--- src/common/adct_pkg.sv ---
// Package: register map, field positions, reset values and conversion timing for the converter sequencer
package adct_pkg;

    // ----------------------------------------------------------------
    // Register map
    // ----------------------------------------------------------------
    localparam int ADDR_W = 8;
    localparam logic [7:0] OFF_CTRL = 8'h00;
    localparam logic [7:0] OFF_STATUS = 8'h04;
    localparam logic [7:0] OFF_MASK = 8'h08;
    localparam logic [7:0] OFF_DATA = 8'h0c;

    // ----------------------------------------------------------------
    // Fields
    // ----------------------------------------------------------------
    localparam int CTRL_ON_BIT = 0;
    localparam int CTRL_START_BIT = 1;
    localparam int CTRL_AUTO_BIT = 2;
    localparam int CTRL_FREE_BIT = 3;
    localparam int CTRL_DIV_LSB = 4;
    localparam int DIV_W = 3;
    localparam int ST_DONE_BIT = 0;
    localparam int ST_ABORT_BIT = 1;
    localparam int ST_W = 2;
    localparam int RES_W = 10;

    // ----------------------------------------------------------------
    // Reset values
    // ----------------------------------------------------------------
    localparam logic [DIV_W-1:0] DIV_RST = 3'h0;
    localparam logic [ST_W-1:0] MASK_RST = 2'h0;
    localparam logic [ST_W-1:0] STATUS_RST = 2'h0;

    // ----------------------------------------------------------------
    // Timing, in half periods of the converter clock
    // ----------------------------------------------------------------
    localparam int HCNT_W = 6;
    localparam logic [5:0] NORM_END = 6'h1f;   // 15.5 cycles
    localparam logic [5:0] NORM_SH = 6'h07;    // 3.5 cycles
    localparam logic [5:0] FIRST_END = 6'h32;  // 25 cycles
    localparam logic [5:0] FIRST_SH = 6'h1b;   // 13.5 cycles
    localparam logic [5:0] TRIG_SH = 6'h04;    // 2 cycles after the trigger resets the prescaler
    localparam logic [5:0] TRIG_END = TRIG_SH + NORM_END - NORM_SH;
    localparam int SYNC_STAGES = 3;            // CPU cycles of trigger synchronisation
    localparam int PRESC_W = 7;

    typedef enum logic [3:0] {
        ADCT_IDLE = 4'b0001,
        ADCT_ARM = 4'b0010,
        ADCT_CONV = 4'b0100,
        ADCT_HOLD = 4'b1000
    } adct_state_e;

endpackage

--- src/common/adct_tick_if.sv ---
// Interface: converter clock ticks and trigger events between prescaler, synchroniser and sequencer
`timescale 1ns/1ps
interface adct_tick_if;
    logic enable;
    logic clear;
    logic [adct_pkg::DIV_W-1:0] div_sel;
    logic rise;
    logic fall;
    logic trig_event;

    modport presc (input enable, input clear, input div_sel, output rise, output fall);
    modport sync (output trig_event);
    modport seq (output enable, output clear, output div_sel, input rise, input fall, input trig_event);
endinterface

--- src/core/adct_prescaler.sv ---
// Prescaler: divides the CPU clock by a power of two and marks converter clock edges
`timescale 1ns/1ps
module adct_prescaler (
    input wire logic i_core_clk,
    input wire logic i_nrst,
    adct_tick_if.presc tif
);
    logic [adct_pkg::PRESC_W-1:0] cnt_reg, cnt_next;
    logic [adct_pkg::DIV_W-1:0] sel_reg, sel_next;
    logic phase_reg, phase_next;
    logic rise_reg, rise_next;
    logic fall_reg, fall_next;

    // Half period minus one; a select of 7 wraps to all ones, giving 128
    function automatic logic [adct_pkg::PRESC_W-1:0] half_limit(input logic [adct_pkg::DIV_W-1:0] sel);
        half_limit = (7'h1 << sel) - 7'h1;
    endfunction

    // ----------------------------------------------------------------
    // Divider
    // ----------------------------------------------------------------
    always_comb begin
        cnt_next = cnt_reg + 7'h1;
        sel_next = sel_reg;
        phase_next = phase_reg;
        rise_next = 1'b0;
        fall_next = 1'b0;
        if (!tif.enable || tif.clear) begin
            cnt_next = 7'h0;
            phase_next = 1'b0;
            sel_next = tif.div_sel;
        end else if (cnt_reg == half_limit(sel_reg)) begin
            cnt_next = 7'h0;
            phase_next = ~phase_reg;
            rise_next = ~phase_reg;
            fall_next = phase_reg;
            sel_next = tif.div_sel;
        end
    end

    always_ff @(posedge i_core_clk or negedge i_nrst) begin
        if (!i_nrst) begin
            cnt_reg <= 7'h0;
            sel_reg <= adct_pkg::DIV_RST;
            phase_reg <= 1'b0;
            rise_reg <= 1'b0;
            fall_reg <= 1'b0;
        end else begin
            cnt_reg <= cnt_next;
            sel_reg <= sel_next;
            phase_reg <= phase_next;
            rise_reg <= rise_next;
            fall_reg <= fall_next;
        end
    end

    assign tif.rise = rise_reg;
    assign tif.fall = fall_reg;
endmodule

--- src/core/adct_trig_sync.sv ---
// Trigger synchroniser: three CPU cycles of delay and rising-edge detection
`timescale 1ns/1ps
module adct_trig_sync (
    input wire logic i_core_clk,
    input wire logic i_nrst,
    input wire logic i_trigger,
    adct_tick_if.sync tif
);
    logic s1_reg, s2_reg, s3_reg, pulse_reg;
    logic s1_next, s2_next, s3_next, pulse_next;

    // ----------------------------------------------------------------
    // Synchroniser and edge detect
    // ----------------------------------------------------------------
    always_comb begin
        s1_next = i_trigger;
        s2_next = s1_reg;
        s3_next = s2_reg;
        pulse_next = s2_reg & ~s3_reg;
    end

    always_ff @(posedge i_core_clk or negedge i_nrst) begin
        if (!i_nrst) begin
            s1_reg <= 1'b0;
            s2_reg <= 1'b0;
            s3_reg <= 1'b0;
            pulse_reg <= 1'b0;
        end else begin
            s1_reg <= s1_next;
            s2_reg <= s2_next;
            s3_reg <= s3_next;
            pulse_reg <= pulse_next;
        end
    end

    assign tif.trig_event = pulse_reg;
endmodule

--- src/core/adct_conv_ctrl.sv ---
// Converter sequencer top: APB registers, conversion timing, triggers and interrupt
//
// How it works
// - The CPU clock is divided by the prescaler into the converter clock, ratio from clock_divide_select.
// - The prescaler runs only while converter_on is set and is held cleared while it is low.
// - A software conversion_start begins the conversion at the next converter clock rising edge.
// - A normal conversion lasts 15.5 converter clock cycles.
// - The first conversion after converter_on is set lasts 25 converter clock cycles.
// - Sample-and-hold comes 3.5 cycles into a normal conversion and 13.5 cycles into the first.
// - At completion the result is stored and conversion_done_flag is set together.
// - In single mode conversion_start clears at the same moment as the result is stored.
// - With auto triggering each trigger event that arrives while idle resets the prescaler for a fixed start delay.
// - A triggered sample-and-hold, except in the first conversion, comes two converter cycles after the edge, plus three CPU sync cycles.
// - Free-running mode restarts at once after each completion and leaves conversion_start set.
// - An amplifier change during sampling aborts the conversion, which restarts once it is stable.
// - conversion_start reads as one during every conversion, however started.
`timescale 1ns/1ps
module adct_conv_ctrl (
    input wire logic i_core_clk,
    input wire logic i_nrst,
    input wire logic i_psel,
    input wire logic i_penable,
    input wire logic i_pwrite,
    input wire logic [adct_pkg::ADDR_W-1:0] i_paddr,
    input wire logic [31:0] i_pwdata,
    output logic [31:0] o_prdata,
    output logic o_pready,
    output logic o_pslverr,
    input wire logic i_power_stage_trigger,
    input wire logic i_amp_changed,
    input wire logic i_amp_stable,
    input wire logic [adct_pkg::RES_W-1:0] i_result,
    output logic o_irq,
    output logic o_sample_hold,
    output logic o_busy
);
    adct_tick_if tif ();

    adct_prescaler u_presc (
        .i_core_clk(i_core_clk),
        .i_nrst(i_nrst),
        .tif(tif.presc)
    );

    adct_trig_sync u_sync (
        .i_core_clk(i_core_clk),
        .i_nrst(i_nrst),
        .i_trigger(i_power_stage_trigger),
        .tif(tif.sync)
    );

    // ----------------------------------------------------------------
    // State
    // ----------------------------------------------------------------
    adct_pkg::adct_state_e state_reg, state_next;
    logic [adct_pkg::HCNT_W-1:0] hcnt_reg, hcnt_next;
    logic converter_on_reg, converter_on_next;
    logic conversion_start_reg, conversion_start_next;
    logic auto_reg, auto_next;
    logic free_reg, free_next;
    logic [adct_pkg::DIV_W-1:0] clock_divide_select_reg, clock_divide_select_next;
    logic first_reg, first_next;
    logic trig_mode_reg, trig_mode_next;
    logic [adct_pkg::ST_W-1:0] status_reg, status_next;
    logic [adct_pkg::ST_W-1:0] mask_reg, mask_next;
    logic [adct_pkg::RES_W-1:0] data_reg, data_next;
    logic irq_reg, irq_next;
    logic sh_reg, sh_next;
    logic busy_reg, busy_next;
    logic [31:0] prdata_reg, prdata_next;
    logic pready_reg, pready_next;
    logic pslverr_reg, pslverr_next;

    logic commit, wr_ctrl, wr_status, wr_mask, mapped, sw_go, trig_go;
    logic tick, done_evt, abort_evt;
    logic [adct_pkg::HCNT_W-1:0] end_pt, sh_pt, hcnt_inc;
    logic [31:0] rd_mux;

    // ----------------------------------------------------------------
    // APB slave, one wait state so read data comes from a flip-flop
    // ----------------------------------------------------------------
    always_comb begin
        commit = i_psel & i_penable & pready_reg;
        wr_ctrl = commit & i_pwrite & (i_paddr == adct_pkg::OFF_CTRL);
        wr_status = commit & i_pwrite & (i_paddr == adct_pkg::OFF_STATUS);
        wr_mask = commit & i_pwrite & (i_paddr == adct_pkg::OFF_MASK);
        mapped = (i_paddr == adct_pkg::OFF_CTRL) || (i_paddr == adct_pkg::OFF_STATUS)
            || (i_paddr == adct_pkg::OFF_MASK) || (i_paddr == adct_pkg::OFF_DATA);
        rd_mux = 32'h0;
        case (i_paddr)
            adct_pkg::OFF_CTRL: begin
                rd_mux[adct_pkg::CTRL_ON_BIT] = converter_on_reg;
                rd_mux[adct_pkg::CTRL_START_BIT] = conversion_start_reg;
                rd_mux[adct_pkg::CTRL_AUTO_BIT] = auto_reg;
                rd_mux[adct_pkg::CTRL_FREE_BIT] = free_reg;
                rd_mux[adct_pkg::CTRL_DIV_LSB +: adct_pkg::DIV_W] = clock_divide_select_reg;
            end
            adct_pkg::OFF_STATUS: begin
                rd_mux[adct_pkg::ST_W-1:0] = status_reg;
            end
            adct_pkg::OFF_MASK: begin
                rd_mux[adct_pkg::ST_W-1:0] = mask_reg;
            end
            adct_pkg::OFF_DATA: begin
                rd_mux[adct_pkg::RES_W-1:0] = data_reg;
            end
            default: begin
                rd_mux = 32'h0;
            end
        endcase
        pready_next = i_psel & i_penable & ~pready_reg;
        prdata_next = (pready_next & ~i_pwrite) ? rd_mux : 32'h0;
        pslverr_next = pready_next & ~mapped;
    end

    // ----------------------------------------------------------------
    // Conversion sequencer
    // ----------------------------------------------------------------
    always_comb begin
        tick = tif.rise | tif.fall;
        hcnt_inc = hcnt_reg + 6'h01;
        // Trigger timing is counted from the prescaler reset, not from a rising edge
        if (first_reg) begin
            end_pt = adct_pkg::FIRST_END;
            sh_pt = adct_pkg::FIRST_SH;
        end else if (trig_mode_reg) begin
            end_pt = adct_pkg::TRIG_END;
            sh_pt = adct_pkg::TRIG_SH;
        end else begin
            end_pt = adct_pkg::NORM_END;
            sh_pt = adct_pkg::NORM_SH;
        end
        sw_go = wr_ctrl & i_pwdata[adct_pkg::CTRL_START_BIT] & i_pwdata[adct_pkg::CTRL_ON_BIT];
        trig_go = tif.trig_event & auto_reg & converter_on_reg & (state_reg == adct_pkg::ADCT_IDLE);
        abort_evt = (state_reg == adct_pkg::ADCT_CONV) & i_amp_changed & (hcnt_reg < sh_pt);
        done_evt = (state_reg == adct_pkg::ADCT_CONV) & ~abort_evt & tick & (hcnt_inc == end_pt);

        state_next = state_reg;
        hcnt_next = hcnt_reg;
        conversion_start_next = conversion_start_reg;
        trig_mode_next = trig_mode_reg;
        first_next = first_reg;
        data_next = data_reg;
        sh_next = 1'b0;
        tif.clear = 1'b0;
        case (state_reg)
            adct_pkg::ADCT_IDLE: begin
                if (trig_go) begin
                    tif.clear = 1'b1;
                    state_next = adct_pkg::ADCT_CONV;
                    hcnt_next = 6'h00;
                    trig_mode_next = 1'b1;
                    conversion_start_next = 1'b1;
                end else if (sw_go) begin
                    state_next = adct_pkg::ADCT_ARM;
                    trig_mode_next = 1'b0;
                    conversion_start_next = 1'b1;
                end
            end
            adct_pkg::ADCT_ARM: begin
                if (tif.rise) begin
                    state_next = adct_pkg::ADCT_CONV;
                    hcnt_next = 6'h00;
                end
            end
            adct_pkg::ADCT_CONV: begin
                if (abort_evt) begin
                    state_next = adct_pkg::ADCT_HOLD;
                    trig_mode_next = 1'b0;
                end else if (done_evt) begin
                    data_next = i_result;
                    first_next = 1'b0;
                    trig_mode_next = 1'b0;
                    hcnt_next = 6'h00;
                    if (free_reg) begin
                        state_next = adct_pkg::ADCT_CONV;
                    end else begin
                        state_next = adct_pkg::ADCT_IDLE;
                        conversion_start_next = 1'b0;
                    end
                end else if (tick) begin
                    hcnt_next = hcnt_inc;
                    sh_next = (hcnt_inc == sh_pt);
                end
            end
            adct_pkg::ADCT_HOLD: begin
                // Restart goes through the rising-edge wait so the sample phase is whole again
                if (i_amp_stable) begin
                    state_next = adct_pkg::ADCT_ARM;
                end
            end
            default: begin
                state_next = adct_pkg::ADCT_IDLE;
            end
        endcase
        if (!converter_on_reg) begin
            state_next = adct_pkg::ADCT_IDLE;
            hcnt_next = 6'h00;
            conversion_start_next = 1'b0;
            trig_mode_next = 1'b0;
            first_next = 1'b1;
            sh_next = 1'b0;
            if (sw_go) begin
                state_next = adct_pkg::ADCT_ARM;
                conversion_start_next = 1'b1;
            end
        end
        busy_next = (state_next != adct_pkg::ADCT_IDLE);
    end

    // ----------------------------------------------------------------
    // Control, status and interrupt
    // ----------------------------------------------------------------
    always_comb begin
        converter_on_next = converter_on_reg;
        auto_next = auto_reg;
        free_next = free_reg;
        clock_divide_select_next = clock_divide_select_reg;
        mask_next = mask_reg;
        if (wr_ctrl) begin
            converter_on_next = i_pwdata[adct_pkg::CTRL_ON_BIT];
            auto_next = i_pwdata[adct_pkg::CTRL_AUTO_BIT];
            free_next = i_pwdata[adct_pkg::CTRL_FREE_BIT];
            clock_divide_select_next = i_pwdata[adct_pkg::CTRL_DIV_LSB +: adct_pkg::DIV_W];
        end
        if (wr_mask) begin
            mask_next = i_pwdata[adct_pkg::ST_W-1:0];
        end
        // Set wins over a write-one clear in the same cycle
        status_next = status_reg & ~(wr_status ? i_pwdata[adct_pkg::ST_W-1:0] : 2'h0);
        status_next[adct_pkg::ST_DONE_BIT] = status_next[adct_pkg::ST_DONE_BIT] | done_evt;
        status_next[adct_pkg::ST_ABORT_BIT] = status_next[adct_pkg::ST_ABORT_BIT] | abort_evt;
        irq_next = |(status_next & mask_next);
        tif.enable = converter_on_reg;
        tif.div_sel = clock_divide_select_reg;
    end

    always_ff @(posedge i_core_clk or negedge i_nrst) begin
        if (!i_nrst) begin
            state_reg <= adct_pkg::ADCT_IDLE;
            hcnt_reg <= 6'h00;
            converter_on_reg <= 1'b0;
            conversion_start_reg <= 1'b0;
            auto_reg <= 1'b0;
            free_reg <= 1'b0;
            clock_divide_select_reg <= adct_pkg::DIV_RST;
            first_reg <= 1'b1;
            trig_mode_reg <= 1'b0;
            status_reg <= adct_pkg::STATUS_RST;
            mask_reg <= adct_pkg::MASK_RST;
            data_reg <= 10'h000;
            irq_reg <= 1'b0;
            sh_reg <= 1'b0;
            busy_reg <= 1'b0;
            prdata_reg <= 32'h0;
            pready_reg <= 1'b0;
            pslverr_reg <= 1'b0;
        end else begin
            state_reg <= state_next;
            hcnt_reg <= hcnt_next;
            converter_on_reg <= converter_on_next;
            conversion_start_reg <= conversion_start_next;
            auto_reg <= auto_next;
            free_reg <= free_next;
            clock_divide_select_reg <= clock_divide_select_next;
            first_reg <= first_next;
            trig_mode_reg <= trig_mode_next;
            status_reg <= status_next;
            mask_reg <= mask_next;
            data_reg <= data_next;
            irq_reg <= irq_next;
            sh_reg <= sh_next;
            busy_reg <= busy_next;
            prdata_reg <= prdata_next;
            pready_reg <= pready_next;
            pslverr_reg <= pslverr_next;
        end
    end

    assign o_prdata = prdata_reg;
    assign o_pready = pready_reg;
    assign o_pslverr = pslverr_reg;
    assign o_irq = irq_reg;
    assign o_sample_hold = sh_reg;
    assign o_busy = busy_reg;
endmodule

--- config.mk ---
export PLATFORM = sky130hd
export DESIGN_NAME = adct_conv_ctrl
export DESIGN_NICKNAME = d
export VERILOG_FILES = /design/src/common/adct_pkg.sv /design/src/common/adct_tick_if.sv /design/src/core/adct_prescaler.sv /design/src/core/adct_trig_sync.sv /design/src/core/adct_conv_ctrl.sv
export SDC_FILE = /design/constraint.sdc
export NUM_CORES = 1
export LEC_CHECK = 0
export ABC_AREA = 1
export BUFFER_PORTS_ARGS = -buffer_cell sky130_fd_sc_hd__buf_2
export CORE_ASPECT_RATIO = 1.2
export CORE_MARGIN = 2
export CORE_UTILIZATION = 30
export CTS_CLUSTER_SIZE = 8
export DETAILED_ROUTE_END_ITERATION = 8
export PLACE_DENSITY = 0.6
export SYNTH_ARGS = -nofsm -noshare
export SYNTH_HDL_FRONTEND = slang
export SYNTH_SLANG_ARGS = --single-unit
--- constraint.sdc ---
create_clock -name i_core_clk -period 2.22 [get_ports i_core_clk]
set_input_delay 0 -clock i_core_clk [delete_from_list [all_inputs] [get_ports i_core_clk]]
set_output_delay 0 -clock i_core_clk [all_outputs]
set_load 0.05 [all_outputs]
Yosys cells after proc, flatten, opt, wreduce, memory -nomap -nowiden
Index checks and enable logic that the tools add are counted.
{"block": "word_totals", "ff_bits": 65, "inputBits": 58, "wordCells": 162}
{"block": "classes", "shifts": 1, "reduce_logical": 13, "muxes": 61, "magnitude_cmp": 1, "n_bitwise": 32, "add_sub_neg": 3, "n_eq_ne": 24}
{"cell": "6-bit two-way mux", "n": 7}
{"cell": "1-bit two-way mux", "n": 28}
{"cell": "4-bit two-way mux", "n": 7}
{"cell": "1-bit bitwise AND", "n": 20}
{"cell": "6-bit one-hot mux with 3 select lines", "n": 1}
{"cell": "8-bit by 4-bit equality test with 1-bit output, second input constant", "n": 2}
{"cell": "4-bit one-hot mux with 4 select lines", "n": 1}
{"cell": "7-bit two-way mux", "n": 2}
{"cell": "6-bit equality test", "n": 2}
{"cell": "3-bit two-way mux", "n": 4}
{"cell": "3-bit != test, second input constant", "n": 4}
{"cell": "4-bit != test, second input constant", "n": 3}
{"cell": "10-bit two-way mux", "n": 1}
{"cell": "2-bit two-way mux", "n": 5}
{"cell": "5-bit one-hot mux with 2 select lines", "n": 1}
{"cell": "5-bit AND reduction", "n": 2}
{"cell": "3-bit AND reduction", "n": 3}
{"cell": "8-bit by 3-bit equality test with 1-bit output, second input constant", "n": 1}
{"cell": "8-bit zero test", "n": 1}
{"cell": "4-bit by 1-bit != test with 1-bit output, second input constant", "n": 2}
{"cell": "2-bit one-hot mux with 4 select lines", "n": 1}
{"cell": "7-bit by 1-bit adder with 7-bit output, second input constant", "n": 1}
{"cell": "7-bit equality test", "n": 1}
{"cell": "1-bit by 3-bit << shifter with 7-bit output, first input constant", "n": 1}
{"cell": "other kinds (21)", "n": 34}

Logic depth before layout (Yosys ltp)
Gate-level depths: netlist of run 1.
{"block": "depth", "word_depth": 13, "depth_mapped": 15, "mapped_depth_nobuf": 15}

Cells and area by module
From an unflattened synthesis of run 1, not the netlist that was laid out.
{"block": "hier_totals", "hier_cells": 490, "area_unflattened_um2": 3737.3}
{"mod": "adct_conv_ctrl", "cells_per_inst": 368, "area_per_inst_um2": 2777.7, "n_inst": 1}
{"mod": "adct_prescaler", "cells_per_inst": 116, "area_per_inst_um2": 849.6, "n_inst": 1}
{"mod": "adct_trig_sync", "cells_per_inst": 6, "area_per_inst_um2": 110.1, "n_inst": 1}

Worst setup path before layout of run 1
No wires, ideal clock.
{"block": "synth_path", "kind": "register to register", "from": "reg first_reg", "to": "reg hcnt_reg[0] in the netlist's numbering", "setup_slack_ns": 0.139, "t_arrival_ns": 2.007, "t_required_ns": 2.146, "setup_time_ns": 0.074, "synth_period_minus_slack_ns": 2.081, "stages_incl_launch_ff": 15, "path_cell_list": "dfstp_2 > inv_2 > nand2_1 > inv_1 > ha_1 > a21oi_1 > nor2_1 > o21ai_0 > nor2_2 > nand2_4 > nand3_2 > nand2_2 > buf_6 > nand2_1 > o21ai_2"}
{"block": "synth_via", "elab_chain_len": 11, "word_cells_on_any_way": 16}
{"item": "start, declared", "line_no": "adct_conv_ctrl.sv:62", "text": "logic first_reg, first_next;"}
{"item": "start signal, assigned", "line_no": "adct_conv_ctrl.sv:266", "text": "first_reg <= first_next;"}
{"item": "5-bit two-way mux", "line_no": "adct_conv_ctrl.sv:123", "text": "if (first_reg) begin"}
{"item": "6-bit less-than comparator", "line_no": "adct_conv_ctrl.sv:135", "text": "abort_evt = (state_reg == adct_pkg::ADCT_CONV) & i_amp_changed & (hcnt_reg < sh_pt);"}
{"item": "1-bit bitwise AND", "line_no": "adct_conv_ctrl.sv:135"}
{"item": "1-bit NOT (no source line)"}
{"item": "1-bit bitwise AND (3 in a row)", "line_no": "adct_conv_ctrl.sv:136", "text": "done_evt = (state_reg == adct_pkg::ADCT_CONV) & ~abort_evt & tick & (hcnt_inc == end_pt);"}
{"item": "6-bit two-way mux", "line_no": "adct_conv_ctrl.sv:170", "text": "end else if (done_evt) begin"}
{"item": "6-bit two-way mux", "line_no": "adct_conv_ctrl.sv:167", "text": "if (abort_evt) begin"}
{"item": "6-bit one-hot mux with 3 select lines", "line_no": "adct_conv_ctrl.sv:146", "text": "case (state_reg)"}
{"item": "6-bit two-way mux", "line_no": "adct_conv_ctrl.sv:196", "text": "if (!converter_on_reg) begin"}
{"item": "end signal, assigned", "line_no": "adct_conv_ctrl.sv:260", "text": "hcnt_reg <= hcnt_next;"}
{"item": "end, declared", "line_no": "adct_conv_ctrl.sv:56", "text": "logic [adct_pkg::HCNT_W-1:0] hcnt_reg, hcnt_next;"}
Several ways; a longest one is shown, not always the timed one. The select of a mux whose other input is x is not followed.
A chain may end at the register's enable or synchronous reset.

Worst setup path after layout of run 1
{"block": "layout_path", "from": "reg first_reg", "to": "reg trig_mode_reg"}
{"block": "layout_via", "elab_chain_len": 9, "word_cells_on_any_way": 14}
{"item": "5-bit two-way mux", "line_no": "adct_conv_ctrl.sv:123"}
{"item": "6-bit less-than comparator", "line_no": "adct_conv_ctrl.sv:135"}
{"item": "1-bit bitwise AND", "line_no": "adct_conv_ctrl.sv:135"}
{"item": "1-bit NOT (no source line)"}
{"item": "1-bit bitwise AND (3 in a row)", "line_no": "adct_conv_ctrl.sv:136"}
{"item": "4-bit != test (no source line)"}
{"item": "3-bit AND reduction (no source line)"}
{"item": "end signal, assigned", "line_no": "adct_conv_ctrl.sv:267", "text": "trig_mode_reg <= trig_mode_next;"}
{"item": "end, declared", "line_no": "adct_conv_ctrl.sv:63", "text": "logic trig_mode_reg, trig_mode_next;"}
Several ways; a longest one is shown, not always the timed one.

==> metrics.csv, run 1 <==
metric,value,unit
cp.arrival,2.30,ns
dp_cells,666,
wirelength,7990,um
timing.critical_path.slowest_cell_delay,0.53,ns
timing.hold.ws,0.0178,ns
fin_crit,2.08,ns
dr.pass1.iters,4,
leakagePower,2.39,nW
start_util,0.306,
synth.largest_area_cell,dfrtp_1,
finalSetupViolCount,0,
dieWidth,103,um
via_count,3031,
die_h,123,um
cts_tree,done,
async_flop_share,1.00,
skew,0.00522,ns
ant_nets,0,
netlist_top_cells_area,"dfrtp_1, nand2_1, inv_1, buf_4, nand3_1",
netlist.area_leader.share,0.447,
drt_iter0_drc,145,
vdd_drop_max,0.463,mV
status,"complete, no violations",
h-tree-depth,3,
drive_above_1_share,0.206,
pin_count,95,
crit_chain,inv_2 -> ha_1 -> inv_1 -> nor2_2 -> nand2_1 -> nor2_2 -> o21ai_2 -> nor2_2 -> nand2_4 -> buf_4 -> nand3_1 -> nand3_1 -> nand2_1 -> nand2_1,
crit_path_start_kind,flip-flop,
cp-end-kind,flip-flop,
final_common_cell,nand2_1,
synth.distinct_cells,31,
drc,0,
gp_congestion,0.851,
grt_pass1_wl,13500,um
clockBufferDepth,2,
via_per_inst,4.32,
hold_viol_final,0,
dieArea,0.0126,mm^2
numPortBuffers,47,
fmax,480,MHz
syn_area_per_cell,7.80,um^2
synth_edf_count,0,
wl_per_cell,11.4,um
gr-total-overflow,0,
ys_seq_elements,65,
cp.required,2.44,ns
dp_hpwl,6050,um
yosysSeqAreaShare,0.462,
yosys_warnings,0,
power_density,611,mW/mm^2
tightest_slew,0.651,ns
core-area,0.0115,mm^2
synth-main-ff-cell,dfrtp_1,
fin_cells,702,
grt_pass1_vias,2976,
grt_max_degree,28,
cts_setup_buffers,0,
maxCapViolations,0,
rsz0062_at_grt,true,
synth_area,0.00353,mm^2
hp-class,in -> reg,
fin_nets,607,
relSlewSlack,0.563,
insertedDiodeCount,0,
grt_util_all_layers,0.138,
crit_path_top_delay_cell,dfstp_2,
synthToLayoutAreaGrowth,26.8,%
clock_sinks,65,
drv_slew,0,
clkLatencyLatePin,0.32,ns
antenna_found_initial,0,
cts_made_buffers,9,
clk_pin_slew_worst_paths,0.05,ns
path_max_fanout,6,
row_count,43,
root_buffer,clkbuf_16,
min_period_over_period,0.938,
path_class,reg -> reg,
mostFrequentLayoutCells,"nand2_1, dfrtp_1, inv_1, buf_2, nor2_1",
syn-instance-count,452,
-- timing repair --
action,in CTS,in global routing
endpoints found under the setup margin,0,26
gates resized for setup,0,7
hold endpoints to repair,37,0
hold buffers,20,0
-- synth_stat cells (2+ instances only) --
library cell and instances:
nand2_1 151, dfrtp_1 63, inv_1 48, nor2_1 38
nand3_1 30, buf_4 23, o21ai_0 13, a21oi_1 10
ha_1 8, nand2_2 8, nand4_1 7, xnor2_1 7
o21ai_2 6, nor2_2 5, xor2_1 5, nor3_1 4
inv_2 3, or2_2 3, a41oi_1 2, buf_2 2
dfstp_2 2, nand3_2 2, nor2_4 2, nor4_1 2
o21ai_1 2
-- where the power goes --
part           switching (W)  internal [W]  total (W)
combinational       0.000147     0.0000541   0.000201
clock               0.000478      0.000856    0.00133
sequential        0.00000411       0.00119    0.00120
total               0.000629       0.00210    0.00273
-- worst max-delay path: cells and delay by family, from the launching register on --
family          cells  cell delay (ns)
flops               1             0.53
compound gates      1             0.08
simple gates        9             0.85
fa+ha+maj           1             0.26
buf+inv             3             0.23
-- final cells by class --
type	count	area, um^2
clock buffers	11	233
clock inverters	4	45.0
fillers	1196	7040
inverters	52	195
multi-input cells	331	1610
flip-flops and latches	65	1630
well taps	157	196
repair buffers	82	561
-- routing by layer --
metal	vias to the layer above	global-route usage	wire (um)
li1	1549	-	-
met1	1405	0.169	3480
met2	66	0.231	4020
met3	11	0.0376	357
met4	0	0.0518	125
met5	-	0	0
-- kinds of logic (layout without fill, tap and decap cells) --
family	Yosys count	count (layout)	synth area share
and+or+nand+nor	253	254	0.309
xor gates and xnor gates	12	12	0.0298
AOI/OAI and AO/OA	35	35	0.0593
buffers and inverters	78	149	0.110
other	1	22	0.00106
DFF	65	65	0.462
adders and majority gates	8	8	0.0284
-- worst paths after layout --
| kind | slack (ns) | cells after the start | start | end |
|---|---|---|---|---|
| max | 0.14 | 14 | first_reg | trig_mode_reg |
| min | 0.02 | 4 | i_pwrite | o_prdata[7] |
| max reg2reg | 0.14 | 14 | first_reg | trig_mode_reg |
| min reg2reg | 0.36 | 0 | u_sync.s1_reg | u_sync.s2_reg |
| max in group asynchronous | 1.27 | 3 | i_nrst | first_reg |
| min in group asynchronous | 0.18 | 2 | i_nrst | u_presc.cnt_reg[5] |
-- per-stage QoR --
step	instance area [um^2]	setup slack, ns	setup TNS [ns]	power, W	util
2_1_floorplan	3600	0.139	0	0.00136	-
3_3_place_gp	3970	0.0517	0	0.00139	0.345
3_5_place_dp	3970	0.0382	0	0.00139	0.345
4_1_cts	4450	0.0177	0	0.00277	0.386
5_1_grt	4470	-0.00251	-0.00251	0.00284	0.388
6_report	4470	0.138	0	0.00273	0.388
Power figures use the tool's default switching activity.
==> inputs of run 2 (changes only) <==
--- a/config.mk
+++ b/config.mk
@@ -13,6 +13,7 @@
 export CTS_CLUSTER_SIZE = 8
 export DETAILED_ROUTE_END_ITERATION = 8
 export PLACE_DENSITY = 0.6
+export REMOVE_ABC_BUFFERS = 1
 export SYNTH_ARGS = -nofsm -noshare
 export SYNTH_HDL_FRONTEND = slang
 export SYNTH_SLANG_ARGS = --single-unit
==> run 2 against run 1 <==
Against the previous run: sequential cell count unchanged; sequential share of layout area decreased by 0.051 points; fmax decreased by 1.6%; non-clock buffer count decreased by 5; highest routed layer unchanged; die area unchanged; global-route usage decreased by 0.83 points; clock power increased by 11%; largest cell class unchanged; count of clock-buffer cells in the layout increased by 2.
==> metrics.csv, run 2 (synthesis gave the netlist of run 1 again) <==
metric,value,unit,change
grt_pass1_wl,12800,um,-5.2%
timing.hold.ws,0.00482,ns,-0.0130 ns
gp_congestion,0.850,,-0.15%
wl_per_cell,11.0,um,-3.5%
dieArea,0.0126,mm^2,unchanged
leakagePower,2.38,nW,-0.60%
clockBufferDepth,2,,unchanged
skew,0.00934,ns,+0.00412 ns
hold_viol_final,0,,unchanged
insertedDiodeCount,0,,unchanged
finalSetupViolCount,0,,unchanged
row_count,43,,unchanged
cts_tree,done,,
final_common_cell,nand2_1,,
hp-class,in -> reg,,
place_area,0.00392,mm^2,-1.1%
stdcell_area,0.00448,mm^2,+0.14%
path_class,reg -> reg,,
gr-total-overflow,0,,unchanged
min_period_over_period,0.953,,+0.0153
cp-end-kind,flip-flop,,
root_buffer,clkbuf_16,,
status,"complete, no violations",,
clkLatencyLatePin,0.33,ns,about the same
synthToLayoutAreaGrowth,27.0,%,
n_fill_cell,1211,,+1.3%
dr.pass1.iters,4,,unchanged
wirelength,7660,um,-4.1%
grt_util_all_layers,0.130,,-0.00831
core-area,0.0115,mm^2,unchanged
fmax,473,MHz,-1.6%
numPortBuffers,47,,unchanged
grt_pass1_vias,2899,,-2.6%
path_max_fanout,11,,+5
vdd_drop_max,0.512,mV,+11%
relSlewSlack,0.591,,+0.0280
drive_above_1_share,0.201,,-0.00403
dieWidth,103,um,unchanged
dp_hpwl,5650,um,-6.7%
antenna_found_initial,0,,unchanged
maxCapViolations,0,,unchanged
grt_max_degree,41,,+46%
ant_nets,0,,unchanged
drv_slew,0,,unchanged
tightest_slew,0.614,ns,-0.0369 ns
pin_count,95,,unchanged
clk_pin_slew_worst_paths,0.05,ns,about the same
via_count,3048,,+0.56%
clock_sinks,65,,unchanged
fin_util,0.389,,+0.000544
via_per_inst,4.37,,+1.1%
fin_nets,602,,-0.82%
cp.arrival,2.32,ns,+0.02 ns
cts_made_buffers,9,,unchanged
setup_tns,0,ns,unchanged
cp.required,2.43,ns,about the same
power_density,642,mW/mm^2,+5.1%
h-tree-depth,3,,unchanged
drc,0,,unchanged
drt_iter0_drc,166,,+14%
mostFrequentLayoutCells,"nand2_1, dfrtp_1, buf_2, inv_1, nor2_1",,
crit_path_start_kind,flip-flop,,
start_util,0.306,,unchanged
fin_crit,2.12,ns,+0.0341 ns
die_h,123,um,unchanged
[run 2: power breakdown]
part           leakage [nW]  total [W]  switching [W]  internal, W
logic                  1.34   0.000204       0.000148    0.0000566
registers             0.892    0.00120     0.00000354      0.00119
clock network         0.144    0.00147       0.000490     0.000984
total                  2.38    0.00288       0.000642      0.00223
[run 2: worst paths after layout]
path	from	endpoint	cells after the start	slack [ns]
max	first_reg	o_irq	13	0.10
min	i_pwdata[0]	converter_on_reg	3	0.005
max reg2reg	first_reg	o_irq	13	0.10
min reg2reg	u_sync.s1_reg	u_sync.s2_reg	0	0.36
max in group asynchronous	i_nrst	first_reg	3	1.29
min in group asynchronous	i_nrst	u_presc.cnt_reg[5]	2	0.23
[run 2: layout make-up]
| type | count | area [um^2] | share of cell area |
|---|---|---|---|
| Tap cell | 157 | 196 | 0.0439 |
| Clock inverter | 3 | 67.6 | 0.0151 |
| Clock buffer | 13 | 240 | 0.0537 |
| Multi-Input combinational cell | 331 | 1620 | 0.362 |
| Sequential cell | 65 | 1630 | 0.364 |
| Timing Repair Buffer | 77 | 529 | 0.118 |
| Inverter | 52 | 195 | 0.0436 |
[run 2: routing by layer]
metal	part of all wire	global-route usage	vias to the layer above
met5	0	0	-
met4	0.017	0.0502	0
met3	0.038	0.0268	9
met2	0.51	0.224	69
met1	0.43	0.158	1428
li1	-	-	1542
[run 2: worst max-delay path, stage by stage, from the launching register on]
cell	delay, ns
dfstp_2	0.53
inv_2	0.05
nand2_1	0.09
inv_1	0.05
ha_1	0.29
a21oi_1	0.20
nor2_2	0.07
o21ai_2	0.14
nor2_2	0.08
nand2_4	0.12
buf_6	0.16
nand2_1	0.08
nand2_1	0.08
nand2_1	0.06
[run 2: repair_timing]
item	in CTS	in global routing
hold endpoints to repair	45	0
resized for setup	1	11
hold buffers	21	0
pin swaps	0	3
gates cloned	0	1
endpoints found under the setup margin	6	29
buffers inserted	0	0
[run 2: stage by stage]
step                      std cells  setup WS [ns]  total power, W
after floorplan                 447         0.0553         0.00133
after global placement          660         0.0673         0.00139
after detailed placement        660        -0.0227         0.00139
after CTS                       697       0.000196         0.00290
after global routing            698        -0.0811         0.00297
final                           698          0.104         0.00288
==> inputs of run 3 (changes only) <==
--- a/config.mk
+++ b/config.mk
@@ -8,11 +8,11 @@
 export ABC_AREA = 1
 export BUFFER_PORTS_ARGS = -buffer_cell sky130_fd_sc_hd__buf_2
 export CORE_ASPECT_RATIO = 1.2
-export CORE_MARGIN = 2
+export CORE_MARGIN = 1.5
 export CORE_UTILIZATION = 30
 export CTS_CLUSTER_SIZE = 8
 export DETAILED_ROUTE_END_ITERATION = 8
-export PLACE_DENSITY = 0.6
+export PLACE_DENSITY = 0.63
 export REMOVE_ABC_BUFFERS = 1
 export SYNTH_ARGS = -nofsm -noshare
 export SYNTH_HDL_FRONTEND = slang
==> run 3 against run 2 <==
Against the previous run: power shrank 4.2%; clock skew is 0.0049 ns lower; register-to-register slack improved by 0.04 ns; fmax increased by 2.1%.
==> metrics.csv, run 3 (synthesis gave the netlist of run 1 again) <==
metric,value,unit,change
status,"complete, no violations",,
highest_layer,met4,,
fmax,483,MHz,+2.1%
via_count,3042,,-0.20%
maxCapViolations,0,,unchanged
dieWidth,102,um,-0.97%
min_period_over_period,0.933,,-0.0197
cp.arrival,2.29,ns,-0.03 ns
insertedDiodeCount,0,,unchanged
crit_path_start_kind,flip-flop,,
path_class,reg -> reg,,
final_common_cell,nand2_1,,
clkLatencyLatePin,0.34,ns,about the same
via_per_inst,4.35,,-0.48%
pre_cts_ws,0.0251,ns,+0.0478 ns
dp_hpwl,5810,um,+2.8%
ant_nets,0,,unchanged
wl_per_cell,11.4,um,+3.4%
relSlewSlack,0.439,,-0.152
synthToLayoutAreaGrowth,26.6,%,
cp.required,2.44,ns,about the same
leakagePower,2.38,nW,+0.26%
path_max_fanout,8,,-3
grt_util_all_layers,0.140,,+0.00987
row_count,43,,unchanged
tightest_slew,0.841,ns,+0.228 ns
grt_pass1_vias,2987,,+3.0%
drt_iter0_drc,172,,+3.6%
grt_pass1_wl,13600,um,+5.7%
cts_made_buffers,9,,unchanged
cp-end-kind,flip-flop,,
dr.pass1.iters,4,,unchanged
core-area,0.0115,mm^2,unchanged
clockBufferDepth,2,,unchanged
drv_slew,0,,unchanged
wl_met1,3320,um,-0.42%
gp_congestion,0.847,,-0.36%
layout_setup_ws,0.148,ns,+0.0436 ns
grt_max_degree,37,,-9.8%
gr-total-overflow,0,,unchanged
drive_above_1_share,0.206,,+0.00478
mostFrequentLayoutCells,"nand2_1, dfrtp_1, inv_1, buf_2, nor2_1",,
dr_wl_met2,4190,um,+7.3%
antenna_found_initial,0,,unchanged
finalSetupViolCount,0,,unchanged
pin_count,95,,unchanged
root_buffer,clkbuf_16,,
timing.hold.ws,0.0108,ns,+0.00594 ns
drc,0,,unchanged
power_density,617,mW/mm^2,-3.9%
cts_tree,done,,
dieArea,0.0124,mm^2,-1.8%
fin_nets,604,,+0.33%
n_fill_cell,1183,,-2.3%
hp-class,in -> reg,,
wl_met3,302,um,+2.4%
fin_crit,2.07,ns,-0.0436 ns
h-tree-depth,3,,unchanged
skew,0.00445,ns,-0.00489 ns
die_h,122,um,-0.81%
hold_viol_final,0,,unchanged
start_util,0.306,,unchanged
clk_pin_slew_worst_paths,0.05,ns,about the same
wirelength,7950,um,+3.7%
vdd_drop_max,0.471,mV,-8.0%
cts_setup_buffers,0,,unchanged
clock_sinks,65,,unchanged
numPortBuffers,47,,unchanged
-- run 3: cell count changes in the layout (fill, tap and decap cells not counted), sizes merged --
cell and delta:
bufinv -2, clkbuf -1, buf +2, clkinv +3
-- run 3: critical path, stage by stage (launching register included) --
cell     delay [ns]
dfrtp_1        0.43
nor2_2         0.15
nand2_1        0.10
ha_1           0.28
xnor2_2        0.20
xor2_1         0.17
o21ai_0        0.10
nor2_1         0.17
nand2_2        0.17
nand2_2        0.14
nor2_1         0.05
-- run 3: metrics by stage --
stage / TNS (ns) / total power, W / area [um^2] / utilization / std cells
3_3_place_gp: 0 / 0.00139 / 3930 / 0.341 / 662
5_1_grt: -0.229 / 0.00286 / 4460 / 0.388 / 700
4_1_cts: 0 / 0.00278 / 4430 / 0.385 / 699
3_5_place_dp: 0 / 0.00139 / 3930 / 0.341 / 662
2_1_floorplan: 0 / 0.00133 / 3410 / - / 447
6_report: 0 / 0.00275 / 4460 / 0.388 / 700
-- run 3: layer usage --
metal / vias to the layer above / global-route usage
met5: - / 0
met4: 0 / 0.0625
met3: 11 / 0.0293
met2: 70 / 0.245
met1: 1406 / 0.162
li1: 1555 / -
-- run 3: where the power goes --
group | switching, W | internal, W | total, W
Sequential | 0.00000350 | 0.00119 | 0.00120
Combinational | 0.000148 | 0.0000554 | 0.000204
Clock | 0.000511 | 0.000844 | 0.00135
-- run 3: repair_timing --
item                       4_1_cts  5_1_grt
hold endpoints to repair        54        0
gates resized for setup          0        9
hold buffers                    21        0
setup endpoints to repair        0       31
-- run 3: layout make-up --
type                    instances  area [um^2]  area share
well taps                     157          196      0.0440
flip-flops and latches         65         1630       0.365
multi-input cells             331         1620       0.363
repair buffers                 79          532       0.119
clock buffers                  12          267      0.0597
inverters                      52          195      0.0437
clock inverters                 4         26.3     0.00589
-- run 3: path summary, 6_finish.rpt --
kind | from | to | slack (ns) | cells after the start
worst max-delay path | u_presc.sel_reg[1] | u_presc.cnt_reg[6] | 0.15 | 10
worst min-delay path | i_pwdata[0] | converter_on_reg | 0.01 | 3
worst max register to register | u_presc.sel_reg[1] | u_presc.cnt_reg[6] | 0.15 | 10
worst min register to register | u_sync.s1_reg | u_sync.s2_reg | 0.35 | 0
max in group asynchronous | i_nrst | status_reg[0] | 1.15 | 3
min in group asynchronous | i_nrst | o_sample_hold | 0.31 | 2
